### src/srwn_pkg.sv
// Constants for the soft reset and wake notification block
// ----------------------------------------------------------------------------
// How it works
// - Bit 6 resets controller core; clears itself when core leaves reset.
// - Bit 2 resets port B transceiver at least 102 us; then self-clears.
// - Bit 1 resets port A transceiver at least 102 us; then self-clears.
// - Writes to a set self-clearing bit are ignored; all read zero at reset.
// - Bit 0 resets the chip except PLL, transceivers and reset-immune bits.
// - Chip logic reset aborts any EEPROM command in progress.
// - Chip logic reset bit clears itself when the chip leaves reset.
// - Reset register stays readable in reset, not-ready and sleep states.
// - Reset register accepts partial byte accesses; host reads needed bytes.
// - Energy seen in energy-detect power-down wakes port and flags it.
// - Carrier present at energy-detect enable raises event at once.
// - Transceiver irqs show at status bits 26 and 27, may drive irq pin.
// - Any transceiver irq sets that port's wake status bit.
// - Wake-on-LAN frame detection by each port sets its wake flag.
// - Wake status bits latched, ANDed with enables, ORed into wake irq.
// - Wake irq status sets regardless of enable; status AND enable to pin.
// - Wake pin driven by wake event only when pin enable is set.
// - Buffer, polarity, pulse bits pick drive style and 50 ms pulse.
// - Pin map routes wake output; mapped but disabled stays undriven.
// - Auto wake enable wakes system independent of pin settings.
// - EEPROM load failure forces error LED function enabled.
// - Both wake status bits readable in power control register.
// - After chip logic reset, reload EEPROM; straps are not relatched.
// - During core reset host interfaces stay off until the core reset bit clears.
// ----------------------------------------------------------------------------
package srwn_pkg;
  localparam logic [11:0] SRWN_SOFT_RESET_REG_OFS = 12'h01f8;
  localparam logic [11:0] SRWN_PWR_CTL_OFS = 12'h0084;
  localparam logic [11:0] SRWN_IRQ_STS_OFS = 12'h0058;
  localparam logic [11:0] SRWN_IRQ_EN_OFS = 12'h005c;
  localparam int SRWN_BIT_CHIP = 0;
  localparam int SRWN_BIT_XA = 1;
  localparam int SRWN_BIT_XB = 2;
  localparam int SRWN_BIT_CORE = 6;
  localparam int SRWN_IRQ_XA = 26;
  localparam int SRWN_IRQ_XB = 27;
  localparam int SRWN_IRQ_WAKE = 17;
  // Power control field positions
  localparam int SRWN_PC_EN = 1;
  localparam int SRWN_PC_POL = 2;
  localparam int SRWN_PC_BUF = 3;
  localparam int SRWN_PC_IND = 4;
  localparam int SRWN_PC_AUTO = 5;
  localparam int SRWN_PC_ENA = 8;
  localparam int SRWN_PC_ENB = 9;
  localparam int SRWN_PC_STA = 16;
  localparam int SRWN_PC_STB = 17;
  localparam int SRWN_PC_MAP_LO = 12;
  localparam int SRWN_MAP_W = 3;
  localparam int SRWN_IRQEN_WAKE = 17;
  localparam int SRWN_CLK_MHZ = 125;
  localparam int SRWN_XCVR_HOLD_US = 102;
  localparam int SRWN_XCVR_HOLD_CYC = SRWN_XCVR_HOLD_US * SRWN_CLK_MHZ;
  localparam int SRWN_PULSE_MS = 50;
  localparam int SRWN_PULSE_CYC = SRWN_PULSE_MS * 1000 * SRWN_CLK_MHZ;
  localparam logic [31:0] SRWN_ZERO = 32'h0000_0000;
endpackage

### src/srwn_hold_timer.sv
// Minimum-hold reset timer for one transceiver
`timescale 1ns/10ps
module srwn_hold_timer #(
  parameter int HOLD_CYC = 12750
) (
  input wire logic sys_clk_i,
  input wire logic reset_n_i,
  input wire logic start_i,
  output logic busy_o
);
  logic [23:0] cnt_q;

  // Load on start, count down to zero; busy while nonzero
  always_ff @(posedge sys_clk_i) begin
    if (!reset_n_i) begin
      cnt_q <= 24'h00_0000;
    end else if (start_i && cnt_q == 24'h00_0000) begin
      cnt_q <= 24'(HOLD_CYC);
    end else if (cnt_q != 24'h00_0000) begin
      cnt_q <= cnt_q - 24'h00_0001;
    end
  end

  always_ff @(posedge sys_clk_i) begin
    if (!reset_n_i) begin
      busy_o <= 1'b0;
    end else begin
      busy_o <= (start_i && cnt_q == 24'h00_0000) || cnt_q > 24'h00_0001;
    end
  end
endmodule

### src/srwn_top.sv
// Soft reset register and wake notification logic
`timescale 1ns/10ps
module srwn_top #(
  parameter int XCVR_HOLD_CYC = srwn_pkg::SRWN_XCVR_HOLD_CYC,
  parameter int PULSE_CYC = srwn_pkg::SRWN_PULSE_CYC
) (
  input wire logic sys_clk_i,
  input wire logic reset_n_i,
  // Register port
  input wire logic [11:0] reg_addr_i,
  input wire logic reg_wr_i,
  input wire logic reg_rd_i,
  input wire logic [3:0] reg_be_i,
  input wire logic [31:0] reg_wdata_i,
  output logic [31:0] reg_rdata_o,
  // Reset handshakes
  input wire logic core_done_i,
  input wire logic chip_done_i,
  input wire logic eeprom_load_err_i,
  output logic core_controller_reset_o,
  output logic port_a_transceiver_reset_o,
  output logic port_b_transceiver_reset_o,
  output logic chip_logic_reset_o,
  output logic eeprom_abort_o,
  output logic eeprom_reload_o,
  output logic host_if_enable_o,
  // Transceiver events
  input wire logic port_a_xcvr_irq_i,
  input wire logic port_b_xcvr_irq_i,
  // Wake outputs
  output logic host_irq_o,
  output logic auto_wake_o,
  output logic error_led_force_o,
  output logic [7:0] wake_pin_out_o,
  output logic [7:0] wake_pin_oe_o
);
  logic core_q, xa_q, xb_q, chip_q;
  logic core_done_s1_q, core_done_s2_q, chip_done_s1_q, chip_done_s2_q;
  logic irqa_s1_q, irqa_s2_q, irqb_s1_q, irqb_s2_q, err_s1_q, err_s2_q;
  logic xa_busy, xb_busy;
  logic xa_start, xb_start;
  logic wake_status_a_q, wake_status_b_q;
  logic wake_enable_a_q, wake_enable_b_q;
  logic wake_pin_enable_q, wake_pin_polarity_q, wake_pin_buffer_q;
  logic wake_pin_pulse_select_q, auto_wake_enable_q, wake_irq_enable_q;
  logic [srwn_pkg::SRWN_MAP_W-1:0] wake_pin_map_q;
  logic wake_irq_status_q, wake_evt, wake_evt_q;
  logic [26:0] pulse_cnt_q;
  logic wake_active;
  logic wr_rst, wr_pc, wr_ie, wr_is;
  logic [31:0] pc_rd, is_rd;

  // --------------------------------------------------------------------------
  // Input synchronisers
  // --------------------------------------------------------------------------
  always_ff @(posedge sys_clk_i) begin
    if (!reset_n_i) begin
      core_done_s1_q <= 1'b0;
      core_done_s2_q <= 1'b0;
      chip_done_s1_q <= 1'b0;
      chip_done_s2_q <= 1'b0;
      irqa_s1_q <= 1'b0;
      irqa_s2_q <= 1'b0;
      irqb_s1_q <= 1'b0;
      irqb_s2_q <= 1'b0;
      err_s1_q <= 1'b0;
      err_s2_q <= 1'b0;
    end else begin
      core_done_s1_q <= core_done_i;
      core_done_s2_q <= core_done_s1_q;
      chip_done_s1_q <= chip_done_i;
      chip_done_s2_q <= chip_done_s1_q;
      irqa_s1_q <= port_a_xcvr_irq_i;
      irqa_s2_q <= irqa_s1_q;
      irqb_s1_q <= port_b_xcvr_irq_i;
      irqb_s2_q <= irqb_s1_q;
      err_s1_q <= eeprom_load_err_i;
      err_s2_q <= err_s1_q;
    end
  end

  // --------------------------------------------------------------------------
  // Write decode; byte lane 0 carries all reset bits
  // --------------------------------------------------------------------------
  assign wr_rst = reg_wr_i && reg_be_i[0] && reg_addr_i == srwn_pkg::SRWN_SOFT_RESET_REG_OFS;
  assign wr_pc = reg_wr_i && reg_addr_i == srwn_pkg::SRWN_PWR_CTL_OFS;
  assign wr_ie = reg_wr_i && reg_addr_i == srwn_pkg::SRWN_IRQ_EN_OFS;
  assign wr_is = reg_wr_i && reg_addr_i == srwn_pkg::SRWN_IRQ_STS_OFS;
  assign xa_start = wr_rst && !xa_q && reg_wdata_i[srwn_pkg::SRWN_BIT_XA];
  assign xb_start = wr_rst && !xb_q && reg_wdata_i[srwn_pkg::SRWN_BIT_XB];

  // --------------------------------------------------------------------------
  // Self-clearing reset bits
  // --------------------------------------------------------------------------
  // Core reset: set by write, cleared when core reports done
  always_ff @(posedge sys_clk_i) begin
    if (!reset_n_i) begin
      core_q <= 1'b0;
    end else if (!core_q) begin
      core_q <= wr_rst && reg_wdata_i[srwn_pkg::SRWN_BIT_CORE];
    end else if (core_done_s2_q) begin
      core_q <= 1'b0;
    end
  end

  // Chip logic reset: set by write, cleared on release
  always_ff @(posedge sys_clk_i) begin
    if (!reset_n_i) begin
      chip_q <= 1'b0;
    end else if (!chip_q) begin
      chip_q <= wr_rst && reg_wdata_i[srwn_pkg::SRWN_BIT_CHIP];
    end else if (chip_done_s2_q) begin
      chip_q <= 1'b0;
    end
  end

  srwn_hold_timer #(
    .HOLD_CYC(XCVR_HOLD_CYC)
  ) u_hold_a (
    .sys_clk_i(sys_clk_i),
    .reset_n_i(reset_n_i),
    .start_i(xa_start),
    .busy_o(xa_busy)
  );

  srwn_hold_timer #(
    .HOLD_CYC(XCVR_HOLD_CYC)
  ) u_hold_b (
    .sys_clk_i(sys_clk_i),
    .reset_n_i(reset_n_i),
    .start_i(xb_start),
    .busy_o(xb_busy)
  );

  // Transceiver bits follow their hold timers
  always_ff @(posedge sys_clk_i) begin
    if (!reset_n_i) begin
      xa_q <= 1'b0;
      xb_q <= 1'b0;
    end else begin
      xa_q <= xa_busy;
      xb_q <= xb_busy;
    end
  end

  // Reset outputs
  always_ff @(posedge sys_clk_i) begin
    if (!reset_n_i) begin
      core_controller_reset_o <= 1'b0;
      port_a_transceiver_reset_o <= 1'b0;
      port_b_transceiver_reset_o <= 1'b0;
      chip_logic_reset_o <= 1'b0;
      eeprom_abort_o <= 1'b0;
      eeprom_reload_o <= 1'b0;
      host_if_enable_o <= 1'b1;
    end else begin
      core_controller_reset_o <= core_q;
      port_a_transceiver_reset_o <= xa_busy;
      port_b_transceiver_reset_o <= xb_busy;
      chip_logic_reset_o <= chip_q;
      eeprom_abort_o <= !chip_q && wr_rst && reg_wdata_i[srwn_pkg::SRWN_BIT_CHIP];
      eeprom_reload_o <= chip_q && chip_done_s2_q;
      host_if_enable_o <= !core_q;
    end
  end

  // --------------------------------------------------------------------------
  // Power control register; chip logic reset clears it except wake status
  // --------------------------------------------------------------------------
  always_ff @(posedge sys_clk_i) begin
    if (!reset_n_i || chip_q) begin
      wake_enable_a_q <= 1'b0;
      wake_enable_b_q <= 1'b0;
      wake_pin_enable_q <= 1'b0;
      wake_pin_polarity_q <= 1'b0;
      wake_pin_buffer_q <= 1'b0;
      wake_pin_pulse_select_q <= 1'b0;
      auto_wake_enable_q <= 1'b0;
      wake_pin_map_q <= '0;
    end else if (wr_pc) begin
      wake_enable_a_q <= reg_wdata_i[srwn_pkg::SRWN_PC_ENA];
      wake_enable_b_q <= reg_wdata_i[srwn_pkg::SRWN_PC_ENB];
      wake_pin_enable_q <= reg_wdata_i[srwn_pkg::SRWN_PC_EN];
      wake_pin_polarity_q <= reg_wdata_i[srwn_pkg::SRWN_PC_POL];
      wake_pin_buffer_q <= reg_wdata_i[srwn_pkg::SRWN_PC_BUF];
      wake_pin_pulse_select_q <= reg_wdata_i[srwn_pkg::SRWN_PC_IND];
      auto_wake_enable_q <= reg_wdata_i[srwn_pkg::SRWN_PC_AUTO];
      wake_pin_map_q <= reg_wdata_i[srwn_pkg::SRWN_PC_MAP_LO +: srwn_pkg::SRWN_MAP_W];
    end
  end

  // Wake status: any irq sets; write one clears; set wins over clear
  always_ff @(posedge sys_clk_i) begin
    if (!reset_n_i) begin
      wake_status_a_q <= 1'b0;
      wake_status_b_q <= 1'b0;
    end else begin
      wake_status_a_q <= irqa_s2_q || (wake_status_a_q &&
        !(wr_pc && reg_wdata_i[srwn_pkg::SRWN_PC_STA]));
      wake_status_b_q <= irqb_s2_q || (wake_status_b_q &&
        !(wr_pc && reg_wdata_i[srwn_pkg::SRWN_PC_STB]));
    end
  end

  // Wake irq status and enable
  assign wake_evt = (wake_status_a_q && wake_enable_a_q) ||
    (wake_status_b_q && wake_enable_b_q);
  always_ff @(posedge sys_clk_i) begin
    if (!reset_n_i) begin
      wake_irq_status_q <= 1'b0;
      wake_evt_q <= 1'b0;
    end else begin
      wake_evt_q <= wake_evt;
      wake_irq_status_q <= wake_evt || (wake_irq_status_q &&
        !(wr_is && reg_wdata_i[srwn_pkg::SRWN_IRQ_WAKE]));
    end
  end

  // Wake irq enable is an ordinary control bit, so chip logic reset clears it
  always_ff @(posedge sys_clk_i) begin
    if (!reset_n_i || chip_q) begin
      wake_irq_enable_q <= 1'b0;
    end else if (wr_ie) begin
      wake_irq_enable_q <= reg_wdata_i[srwn_pkg::SRWN_IRQEN_WAKE];
    end
  end

  // --------------------------------------------------------------------------
  // Wake pin drive
  // --------------------------------------------------------------------------
  // Pulse timer restarts on each rising wake event
  always_ff @(posedge sys_clk_i) begin
    if (!reset_n_i) begin
      pulse_cnt_q <= '0;
    end else if (wake_evt && !wake_evt_q) begin
      pulse_cnt_q <= 27'(PULSE_CYC);
    end else if (pulse_cnt_q != '0) begin
      pulse_cnt_q <= pulse_cnt_q - 27'h000_0001;
    end
  end

  assign wake_active = wake_pin_pulse_select_q ? (pulse_cnt_q != '0) : wake_evt;

  // Route to mapped pin; index zero means unmapped
  always_ff @(posedge sys_clk_i) begin
    if (!reset_n_i) begin
      wake_pin_out_o <= 8'h00;
      wake_pin_oe_o <= 8'h00;
    end else begin
      wake_pin_out_o <= 8'h00;
      wake_pin_oe_o <= 8'h00;
      if (wake_pin_enable_q && wake_pin_map_q != '0) begin
        if (wake_pin_buffer_q) begin
          wake_pin_out_o[wake_pin_map_q] <= wake_active ^ !wake_pin_polarity_q;
          wake_pin_oe_o[wake_pin_map_q] <= 1'b1;
        end else begin
          wake_pin_out_o[wake_pin_map_q] <= 1'b0;
          wake_pin_oe_o[wake_pin_map_q] <= wake_active;
        end
      end
    end
  end

  always_ff @(posedge sys_clk_i) begin
    if (!reset_n_i) begin
      host_irq_o <= 1'b0;
      auto_wake_o <= 1'b0;
      error_led_force_o <= 1'b0;
    end else begin
      host_irq_o <= (wake_irq_status_q && wake_irq_enable_q) || irqa_s2_q || irqb_s2_q;
      auto_wake_o <= auto_wake_enable_q && wake_evt;
      error_led_force_o <= err_s2_q;
    end
  end

  // --------------------------------------------------------------------------
  // Read mux
  // --------------------------------------------------------------------------
  always_comb begin
    pc_rd = srwn_pkg::SRWN_ZERO;
    pc_rd[srwn_pkg::SRWN_PC_EN] = wake_pin_enable_q;
    pc_rd[srwn_pkg::SRWN_PC_POL] = wake_pin_polarity_q;
    pc_rd[srwn_pkg::SRWN_PC_BUF] = wake_pin_buffer_q;
    pc_rd[srwn_pkg::SRWN_PC_IND] = wake_pin_pulse_select_q;
    pc_rd[srwn_pkg::SRWN_PC_AUTO] = auto_wake_enable_q;
    pc_rd[srwn_pkg::SRWN_PC_ENA] = wake_enable_a_q;
    pc_rd[srwn_pkg::SRWN_PC_ENB] = wake_enable_b_q;
    pc_rd[srwn_pkg::SRWN_PC_MAP_LO +: srwn_pkg::SRWN_MAP_W] = wake_pin_map_q;
    pc_rd[srwn_pkg::SRWN_PC_STA] = wake_status_a_q;
    pc_rd[srwn_pkg::SRWN_PC_STB] = wake_status_b_q;
    is_rd = srwn_pkg::SRWN_ZERO;
    is_rd[srwn_pkg::SRWN_IRQ_XA] = irqa_s2_q;
    is_rd[srwn_pkg::SRWN_IRQ_XB] = irqb_s2_q;
    is_rd[srwn_pkg::SRWN_IRQ_WAKE] = wake_irq_status_q;
  end

  // Registered read data; reset register reads at all times
  always_ff @(posedge sys_clk_i) begin
    if (!reset_n_i) begin
      reg_rdata_o <= srwn_pkg::SRWN_ZERO;
    end else if (reg_rd_i) begin
      case (reg_addr_i)
        srwn_pkg::SRWN_SOFT_RESET_REG_OFS: begin
          reg_rdata_o <= {25'h000_0000, core_q, 3'h0, xb_q, xa_q, chip_q};
        end
        srwn_pkg::SRWN_PWR_CTL_OFS: begin
          reg_rdata_o <= pc_rd;
        end
        srwn_pkg::SRWN_IRQ_STS_OFS: begin
          reg_rdata_o <= is_rd;
        end
        srwn_pkg::SRWN_IRQ_EN_OFS: begin
          reg_rdata_o <= {14'h0000, wake_irq_enable_q, 17'h0_0000};
        end
        default: begin
          reg_rdata_o <= srwn_pkg::SRWN_ZERO;
        end
      endcase
    end
  end
endmodule

### config.mk
export PLATFORM = sky130hd
export DESIGN_NAME = srwn_top
export DESIGN_NICKNAME = d
export VERILOG_FILES = /design/src/srwn_pkg.sv /design/src/srwn_hold_timer.sv /design/src/srwn_top.sv
export SDC_FILE = /design/constraint.sdc
export NUM_CORES = 1
export LEC_CHECK = 0
export BUFFER_PORTS_ARGS = -buffer_cell sky130_fd_sc_hd__clkbuf_2
export CAP_MARGIN = 25
export CORE_AREA = 2 2 86 149
export CTS_CLUSTER_DIAMETER = 60
export DETAILED_ROUTE_END_ITERATION = 8
export DIE_AREA = 0 0 88 151
export GPL_TIMING_DRIVEN = 0
export PLACE_DENSITY_LB_ADDON = 0.1
export SETUP_SLACK_MARGIN = 0.05
export SYNTH_ARGS = -nofsm -noshare
export SYNTH_HDL_FRONTEND = slang
export SYNTH_SLANG_ARGS = --single-unit
### constraint.sdc
create_clock -name sys_clk_i -period 3.35 [get_ports sys_clk_i]
set_input_delay 0.1675 -clock sys_clk_i [delete_from_list [all_inputs] [get_ports sys_clk_i]]
set_output_delay 0.1675 -clock sys_clk_i [all_outputs]
set_load 0.005 [all_outputs]
==> results of run 1 <==
-- area by class of cell --
cell class | instances | area [um2] | area share
plain buffers | 49 | 281.5 | 0.03542
multi-input cells | 549 | 3401 | 0.4279
clock inverters | 14 | 140.1 | 0.01763
well taps | 165 | 206.4 | 0.02598
flip-flops and latches | 146 | 2923 | 0.3678
repair buffers | 88 | 500.5 | 0.06297
inverters | 15 | 56.30 | 0.007084
clock buffers | 18 | 439.2 | 0.05526
-- critical path, cell delays in order, from the launching register on --
cell and delay [ns]:
dfxtp_1 0.37, or4_1 0.61, or4_1 0.59, nor4b_4 0.50, nand2b_1 0.31, buf_4 0.22
nor2_1 0.06
-- flip-flops by register name (all words and copies together) (netlist names), 3 cells and up --
name / cells
wake_pin_map_q: 3
u_hold_b.cnt_q: 24
u_hold_a.cnt_q: 24
wake_pin_oe_o: 8
wake_pin_out_o: 8
pulse_cnt_q: 27
reg_rdata_o: 16
-- how the worst min path moves through the flow --
stage / from / end / slack [ns] / cells past startpoint
final: reg_wdata_i[12] / wake_pin_map_q[0] / 0.01 / 3
after global routing: reg_wdata_i[1] / wake_pin_enable_q / 0.01 / 3
after CTS: reg_wdata_i[12] / wake_pin_map_q[0] / 0.003 / 3
after detailed placement: port_b_xcvr_irq_i / irqb_s1_q / 0.38 / 2
after global placement: chip_done_i / chip_done_s1_q / 0.38 / 2
after floorplan: chip_done_i / chip_done_s1_q / 0.29 / 1
-- logic make-up (layout without fill, tap and decap cells) --
family / count (synthesis) / in the layout / synth area share
fa+ha+maj: 7 / 7 / 0.01327
flops: 146 / 146 / 0.4430
buf+inv: 64 / 184 / 0.05120
other cells: 1 / 18 / 0.0005684
simple gates: 339 / 339 / 0.2951
xor+xnor: 21 / 21 / 0.03072
mux: 6 / 6 / 0.009293
compound gates: 158 / 158 / 0.1568
-- power groups by stage --
stage | combinational (mW) | sequential, mW | clock (mW)
after global placement | 2.84 | 2.40 | 0
after floorplan | 2.32 | 2.34 | 0
after detailed placement | 2.95 | 2.43 | 0
final | 3.02 | 2.41 | 1.86
after global routing | 3.38 | 2.46 | 1.96
after CTS | 2.99 | 2.40 | 1.88
-- per-layer routing --
metal	vias to the layer above	track usage	share of wire
met3	55	0.05995	0.037
met2	167	0.4595	0.53
met5	-	0	0
li1	2946	-	-
met4	0	0.1469	0.038
met1	2823	0.2774	0.40
-- cell usage in the layout (no fill, tap or decap), types with 4 or more instances in the layout --
cell / count
a211oi_1: 13
a21oi_1: 61
a31oi_1: 13
and2_1: 17
and3_1: 6
buf_4: 19
clkbuf_1: 23
clkbuf_16: 17
clkbuf_2: 76
conb_1: 18
dfxtp_1: 146
dlygate4sd3_1: 12
ha_1: 7
inv_1: 15
inv_6: 9
mux2i_1: 5
nand2_1: 40
nand2b_1: 20
nand3_1: 32
nand4_1: 8
nand4b_1: 5
nor2_1: 68
nor2b_1: 7
nor3_1: 34
nor4_1: 16
nor4b_1: 4
o211ai_1: 7
o21ai_0: 18
o31ai_1: 16
o41ai_1: 6
or2_2: 11
or3_1: 20
or3_2: 4
or4_1: 22
xnor2_1: 8
xor2_1: 12
-- what timing repair did --
item                                   4_1_cts  5_1_grt
setup endpoints to repair                    0        0
hold buffers                                12        0
endpoints found under the hold margin       12        0
-- per-stage QoR --
| stage | hold slack [ns] | setup slack, ns | cells | util | power (mW) |
|---|---|---|---|---|---|
| global placement | 0.3774 | 0.6886 | 1000 | 0.6039 | 5.245 |
| floorplan | 0.2948 | 0.9685 | 759 | - | 4.666 |
| finish | 0.009583 | 0.5819 | 1044 | 0.6621 | 7.291 |
| global route | 0.01134 | 0.4196 | 1044 | 0.6621 | 7.792 |
| CTS | 0.002536 | 0.6225 | 1044 | 0.6621 | 7.266 |
| detailed placement | 0.3798 | 0.6325 | 1000 | 0.6039 | 5.377 |
==> impl_metrics.toml, run 1 <==
[clocking]
cts_tree = "done"
clk_pin_slew_worst_paths_ns = 0.06
clk_latency_ns = 0.42
cts_made_buffers = 17
clock-root-buffer = "clkbuf_16"
ctsResizeCount = 0
cts_setup_buffers = 0
clkSinkCount = 146
htreeDepth = 4
cts_buffer_depth = 2

[timing]
hold_viol = 0
tightest_slew_ns = 0.9828
skew_ns = 0.009301
fin_crit_sh = 0.8263
clock.fmax_ghz = 0.3613
relSlewSlack = 0.3388
finalMaxSlewViolations = 0
rsz0062_at_grt = "no"
setup_violations = 0
fin_setup_tns_ns = 0
min_period_ns = 2.768

[cells_and_area]
nets = 930
areaGrowthSynthToFinish_pct = 20.46
fill_cells = 974
fin_area_mm2 = 0.007948
drive_above_1_share = 0.1923
diodes = 0

[yosys]
synth_ff_type = "dfxtp_1"
synth_top_area_share = 0.4430
synth_cell_types = 68
avgSynthCellArea_um2 = 8.892
syn_inst = 742
synth_area_mm2 = 0.006598
synth_top_cell_by_area = "dfxtp_1"
yosysWarnings = 0
yosys-top-cells-area = "dfxtp_1 (44%), a21oi_1 (4.6%), nor2_1 (3.9%)"
synth-seq-area-share = 0.4430
synthTopCellsByCount = "dfxtp_1 (146), nor2_1 (68), a21oi_1 (61)"
synth.most_common_cell = "dfxtp_1"
synth_edf_count = 0
synth_seq_cells = 146
async_flop_share = 0

[worst_setup_path]
r2r-end = "u_hold_b.cnt_q[22]"
r2r_setup_slack_ns = 0.58
endpoint = "u_hold_b.cnt_q[22]"
crit_path_end_kind = "register"
start_kind = "register"
startpoint = "u_hold_b.cnt_q[8]"
crit_arrival_ns = 3.08
rr_startpoint = "u_hold_b.cnt_q[8]"
rr_worst_depth = 6
cp.required_ns = 3.66
path_class = "register to register"
crit_fanout = 10

[global_routing]
grt_pass1_vias = 5842
grt_pass1_wl_mm = 26.91
grt_max_degree = 17
grt_util_all_layers = 0.2600
antenna_found_initial = 0
grt.overflow.total = 0

[drt]
vias = 5991
drtAntennaViolNets = 0
finalWirelength_mm = 16.85
vias_per_cell = 5.739
dr.first_iter.drc_count = 253
avgRoutedWirePerCell_um = 16.14
drc_errors = 0
drt_first_pass_iters = 5

[pwr]
clock_power_share = 0.256
pwr-share-seq = 0.330
leakage_nw = 3.138
internal_power_mw = 4.294
p_switching_mw = 2.997
ir_drop_v = 0.0008974
p_comb_frac = 0.414
switching_share = 0.4111
p_per_area_mw_per_mm2 = 917.4

[place]
io_buffers = 76
gp_congestion = 0.9211
dpl_cell_area_mm2 = 0.007248
place_hpwl_mm = 12.44

[run]
cap_viol_max_count = 0

[floorplanning]
io_pins = 115
die-area_mm2 = 0.01329
dieHeight_um = 151
core_area_mm2 = 0.01200
die_w_um = 88
num_rows = 53
start_util = 0.5497

[worst_hold_path]
worstHoldPathType = "input port to register"

[outcome]
status = "finished clean"
No activity file was read; power rests on OpenSTA's default activity.
==> inputs of run 2 (changes only) <==
CORE_AREA = 2 2 89 156   (was 2 2 86 149)
DIE_AREA = 0 0 91 158   (was 0 0 88 151)
clock period = 2.36 ns   (was 3.35 ns; I/O delays follow)
==> impl_metrics.toml, run 2 (synthesis gave the netlist of run 1 again) <==
[outcome]
status = "complete, but fails checks"
failed_checks = "setup timing"

[clocking]
clock-root-buffer = "clkbuf_16"
clk_latency_ns = 0.43
cts_buffer_depth = 2
cts_tree = "done"
clk_pin_slew_worst_paths_ns = 0.06
clkSinkCount = 146
htreeDepth = 4
cts_made_buffers = 17

[worst_hold_path]
worstHoldPathType = "input port to register"

[timing]
finalMaxSlewViolations = 0
min_period_ns = 2.448
fin_ws_ns = -0.08840
setup_violations = 24
skew_ns = 0.007503
relSlewSlack = 0.4825
rsz0062_at_grt = "yes"
fin_crit_sh = 1.037
tightest_slew_ns = 0.7655
hold_viol = 0
clock.fmax_ghz = 0.4084

[worst_setup_path]
r2r_setup_slack_ns = -0.09
start_kind = "register"
cp.required_ns = 2.67
path_class = "register to register"
crit_arrival_ns = 2.75
crit_path_end_kind = "register"
crit_fanout = 5

[cells_and_area]
fill_cells = 1082
final_common_cell = "dfxtp_1"
reg.largest.list = "pulse_cnt_q (27), u_hold_a.cnt_q (24), u_hold_b.cnt_q (24)"
final_cell_mix = "dfxtp_1 (136), clkbuf_2 (77), nor2_1 (51), a21oi_1 (43), buf_4 (43)"
post-route-util = 0.6837
regArea_mm2 = 0.002945
diodes = 0
largest_reg_flops = 27
areaGrowthSynthToFinish_pct = 36.51
drive_above_1_share = 0.3351
nets = 973
top_register = "pulse_cnt_q"
stdcell_count = 1096
multi_input_area_mm2 = 0.003944
fin_area_mm2 = 0.009006

[pwr]
p_per_area_mw_per_mm2 = 1379
p_total_mw = 12.42
leakage_nw = 3.494
ir_drop_v = 0.001364

[place]
dp_cells = 1009
dpl_cell_area_mm2 = 0.007288
io_buffers = 76
gp_congestion = 0.8998
place_hpwl_mm = 12.66

[drt]
drt_first_pass_iters = 5
drc_errors = 0
drtAntennaViolNets = 0
dr.first_iter.drc_count = 304
vias = 6290
finalWirelength_mm = 19.19
avgRoutedWirePerCell_um = 17.50
vias_per_cell = 5.739

[global_routing]
grt_pass1_vias = 6086
grt.overflow.total = 0
grt_util_all_layers = 0.2548
antenna_found_initial = 0
grtUsageMet2 = 0.4797
use_met3 = 0.04188
gr-usage-met1 = 0.2713
top_usage_layer = "met2"
grt_pass1_wl_mm = 29.24
grt_max_degree = 17

[floorplanning]
die_w_um = 91
core_area_mm2 = 0.01317
die-area_mm2 = 0.01438
start_util = 0.5009
dieHeight_um = 158
io_pins = 115
num_rows = 56

[run]
cap_viol_max_count = 0
[run 2: cell count changes in the layout (fill, tap and decap cells not counted), sizes merged]
cell | previous run | this run
inv | 24 | 23
dlygate4sd3 | 12 | 17
clkbuf | 117 | 115
clkinv | 1 | 3
bufbuf | 0 | 1
buf | 26 | 64
[run 2: timing repair]
item,in CTS,in global routing
gates cloned,2,2
endpoints found under the setup margin,87,83
setup buffers,22,15
gates resized for setup,64,97
endpoints found under the hold margin,17,0
hold buffers,17,0
pin swaps,35,45
[run 2: path summary, 6_finish.rpt]
| kind | start | end | cells after the start |
|---|---|---|---|
| worst min register to register | core_done_s1_q | core_done_s2_q | 1 |
| worst max-delay path | u_hold_a.cnt_q[8] | u_hold_a.cnt_q[20] | 7 |
| worst max register to register | u_hold_a.cnt_q[8] | u_hold_a.cnt_q[20] | 7 |
| worst min-delay path | reg_wdata_i[16] | wake_status_a_q | 4 |
[run 2: power breakdown]
part / switching, mW / internal (mW)
Combinational: 3.46 / 2.75
Clock: 1.21 / 1.50
Sequential: 0.547 / 2.95
[run 2: area by class of cell]
class                   instances  area share
multi-input cells             549      0.4379
clock inverters                15     0.01848
repair buffers                133      0.1038
flip-flops and latches        146      0.3270
clock buffers                  17     0.04724
plain buffers                  47     0.03515
well taps                     174     0.02417
inverters                      15    0.006252
[run 2: stage by stage]
stage	hold WS (ns)	setup TNS [ns]	setup slack, ns
2_1_floorplan	0.2453	0	0.05272
3_3_place_gp	0.3257	-9.667	-0.2714
3_5_place_dp	0.3309	-15.92	-0.4479
4_1_cts	0.009648	-1.024	-0.05869
5_1_grt	0.05004	-2.607	-0.1759
6_report	0.02340	-1.166	-0.08840
[run 2: critical path, cell delays in order (launching register included)]
cell and delay (ns):
dfxtp_4 0.35, or4_4 0.53, or4_4 0.55, buf_6 0.15, or2_4 0.24, o21ai_4 0.26
buf_6 0.20, a21oi_2 0.04
[run 2: per-layer routing]
metal  vias up  wire length (um)
li1       3041                 -
met4         0               629
met3        46               777
met5         -                 0
met2       186             10370
met1      3017              7408
==> inputs of run 3 (changes only) <==
CORE_AREA = 2 2 86 149   (was 2 2 89 156)
DIE_AREA = 0 0 88 151   (was 0 0 91 158)
REMOVE_ABC_BUFFERS = 1   (was unset)
SYNTH_HIERARCHICAL = 1   (was unset)
clock period = 2.65 ns   (was 2.36 ns; I/O delays follow)
==> impl_metrics.toml, run 3 <==
[outcome]
status = "finished clean"

[floorplanning]
die-area_mm2 = 0.01329
die_w_um = 88
num_rows = 53
core_area_mm2 = 0.01200
dieHeight_um = 151
io_pins = 115
start_util = 0.5490

[cells_and_area]
areaGrowthSynthToFinish_pct = 17.60
nets = 889
top_register = "pulse_cnt_q"
multi_input_area_mm2 = 0.003392
stdcell_count = 1003
final_cell_mix = "dfxtp_1 (146), nor2_1 (83), clkbuf_2 (77), nand2_1 (58), a21oi_1 (42)"
drive_above_1_share = 0.1802
fill_cells = 1032
final_common_cell = "dfxtp_1"
reg.largest.list = "pulse_cnt_q (27), u_hold_a/cnt_q (24), u_hold_b/cnt_q (24)"
diodes = 0
largest_reg_flops = 27
regArea_mm2 = 0.002923

[yosys]
synthTopCellsByCount = "dfxtp_1 (146), nor2_1 (83), nand2_1 (58)"
yosys-top-cells-area = "dfxtp_1 (44%), nor2_1 (4.7%), xor2_1 (3.9%)"
avgSynthCellArea_um2 = 8.918
async_flop_share = 0
synth_edf_count = 0
synth_ff_type = "dfxtp_1"
synth_cell_types = 64
synth_top_area_share = 0.4435
yosysWarnings = 6
synth_seq_cells = 146
synth.most_common_cell = "dfxtp_1"
synth_area_mm2 = 0.006590
synth-seq-area-share = 0.4435
synth_top_cell_by_area = "dfxtp_1"
syn_inst = 739

[run]
cap_viol_max_count = 0

[worst_setup_path]
critPathMaxStageDelay_ns = 0.47
path_cells = "clkbuf_2, or3_1, nor4_4, nand3_1, nor3b_1, nand2_1, nor4_1, and3_1, a311o_1, and3_1"
worstPathBufferInverterCount = 1
path_class = "input port to register"
crit_fanout = 7
cpMostUsedCell = "and3_1"
path_delay_family = "simple AND/OR/NAND/NOR gates"
rr_worst_depth = 5
start_kind = "input port"
crit_arrival_ns = 2.77
rr_startpoint = "u_hold_a/cnt_q[8]"
critPathSlowestCell = "or3_1"
cp.required_ns = 3.00
crit_path_end_kind = "register"
critical_path_depth = 10
startpoint = "reg_addr_i[9]"

[worst_hold_path]
hold_depth = 2
holdCritStartpoint = "reset_n_i"
worstHoldPathType = "input port to register"

[global_routing]
antenna_found_initial = 0
grt_util_all_layers = 0.2293
grt_pass1_vias = 5305
grt_pass1_wl_mm = 24.52
grt_max_degree = 55
grt.overflow.total = 0

[clocking]
clkSinkCount = 146
clock-root-buffer = "clkbuf_16"
clk_latency_ns = 0.41
htreeDepth = 4
cts_tree = "done"
cts_made_buffers = 17
cts_buffer_depth = 2
clk_pin_slew_worst_paths_ns = 0.06

[place]
dp_cells = 945
gp_congestion = 0.8490
place_hpwl_mm = 10.50
io_buffers = 77

[drt]
drt_first_pass_iters = 5
drtAntennaViolNets = 0
avgRoutedWirePerCell_um = 14.79
dr.first_iter.drc_count = 208
vias = 5606
vias_per_cell = 5.589
finalWirelength_mm = 14.83
drc_errors = 0

[timing]
fin_hold_ws_ns = 0.004292
min_period_ns = 2.417
relSlewSlack = 0.4464
skew_ns = 0.008130
fin_crit_sh = 0.9120
clock.fmax_ghz = 0.4138
tightest_slew_ns = 0.8295
hold_viol = 0
setup_violations = 0
finalMaxSlewViolations = 0
rsz0062_at_grt = "no"

[pwr]
p_per_area_mw_per_mm2 = 1346
leakage_nw = 3.043
ir_drop_v = 0.001113
-- run 3: layout make-up --
type	count	share of cell area
sequential	146	0.3771
tap	165	0.02664
inverter	11	0.005328
clock inverter	15	0.01598
clock buffer	17	0.05489
multi-input combinational	546	0.4377
timing repair buffer	103	0.08234
-- run 3: final timing paths --
kind,endpoint,slack [ns]
min reg2reg,port_b_transceiver_reset_o,0.43
min,chip_done_s1_q,0.004
max,u_hold_a/cnt_q[8],0.23
max reg2reg,u_hold_a/cnt_q[16],0.28
-- run 3: kinds of logic after synthesis --
family | count (synthesis) | synth area share
buffers and inverters | 64 | 0.05221
AO/OA/AOI/OAI | 132 | 0.1329
adder cells (fa/ha/maj) | 7 | 0.01329
multiplexers | 1 | 0.001709
flip-flops | 146 | 0.4435
AND/OR/NAND/NOR | 350 | 0.3053
other | 1 | 0.0005690
XOR/XNOR | 38 | 0.05050
-- run 3: report_power, final --
group	switching (mW)	internal, mW	leakage [nW]	total [mW]
Sequential	0.684	2.75	1.19	3.44
Clock	0.972	1.22	0.256	2.19
Combinational	2.77	2.03	1.60	4.80
Total	4.43	6.00	3.04	10.4
-- run 3: stage by stage --
step                power [mW]  area [um2]  TNS [ns]  utilization  setup slack [ns]
finish                   10.43        7750         0       0.6457            0.2332
global route             11.22        7750         0       0.6457           0.05514
CTS                      10.14        7672         0       0.6392           0.06149
detailed placement       7.870        6943    -7.560       0.5784           -0.3121
global placement         7.696        6943    -4.252       0.5784           -0.2437
floorplan                6.877        6351         0            -            0.5091
-- run 3: per-layer routing --
layer  track usage  routed length, um  up-vias
li1              -                  -     2800
met1        0.2656               6138     2670
met2        0.4106               7913      118
met3       0.04959                540       18
met4       0.07615                238        0
met5             0                  0        -
-- run 3: timing repair --
action / 4_1_cts / 5_1_grt
endpoints found under the hold margin: 18 / 0
hold buffers: 18 / 0
setup buffers: 0 / 7
setup endpoints to repair: 0 / 15
resized for setup: 0 / 1
-- run 3: worst register-to-register path, cell delays in order (launching register included) --
cell	delay, ns
dfxtp_1	0.36
nor4_2	0.43
and4_1	0.50
nand3_1	0.19
o21ai_2	0.63
nor2_1	0.12
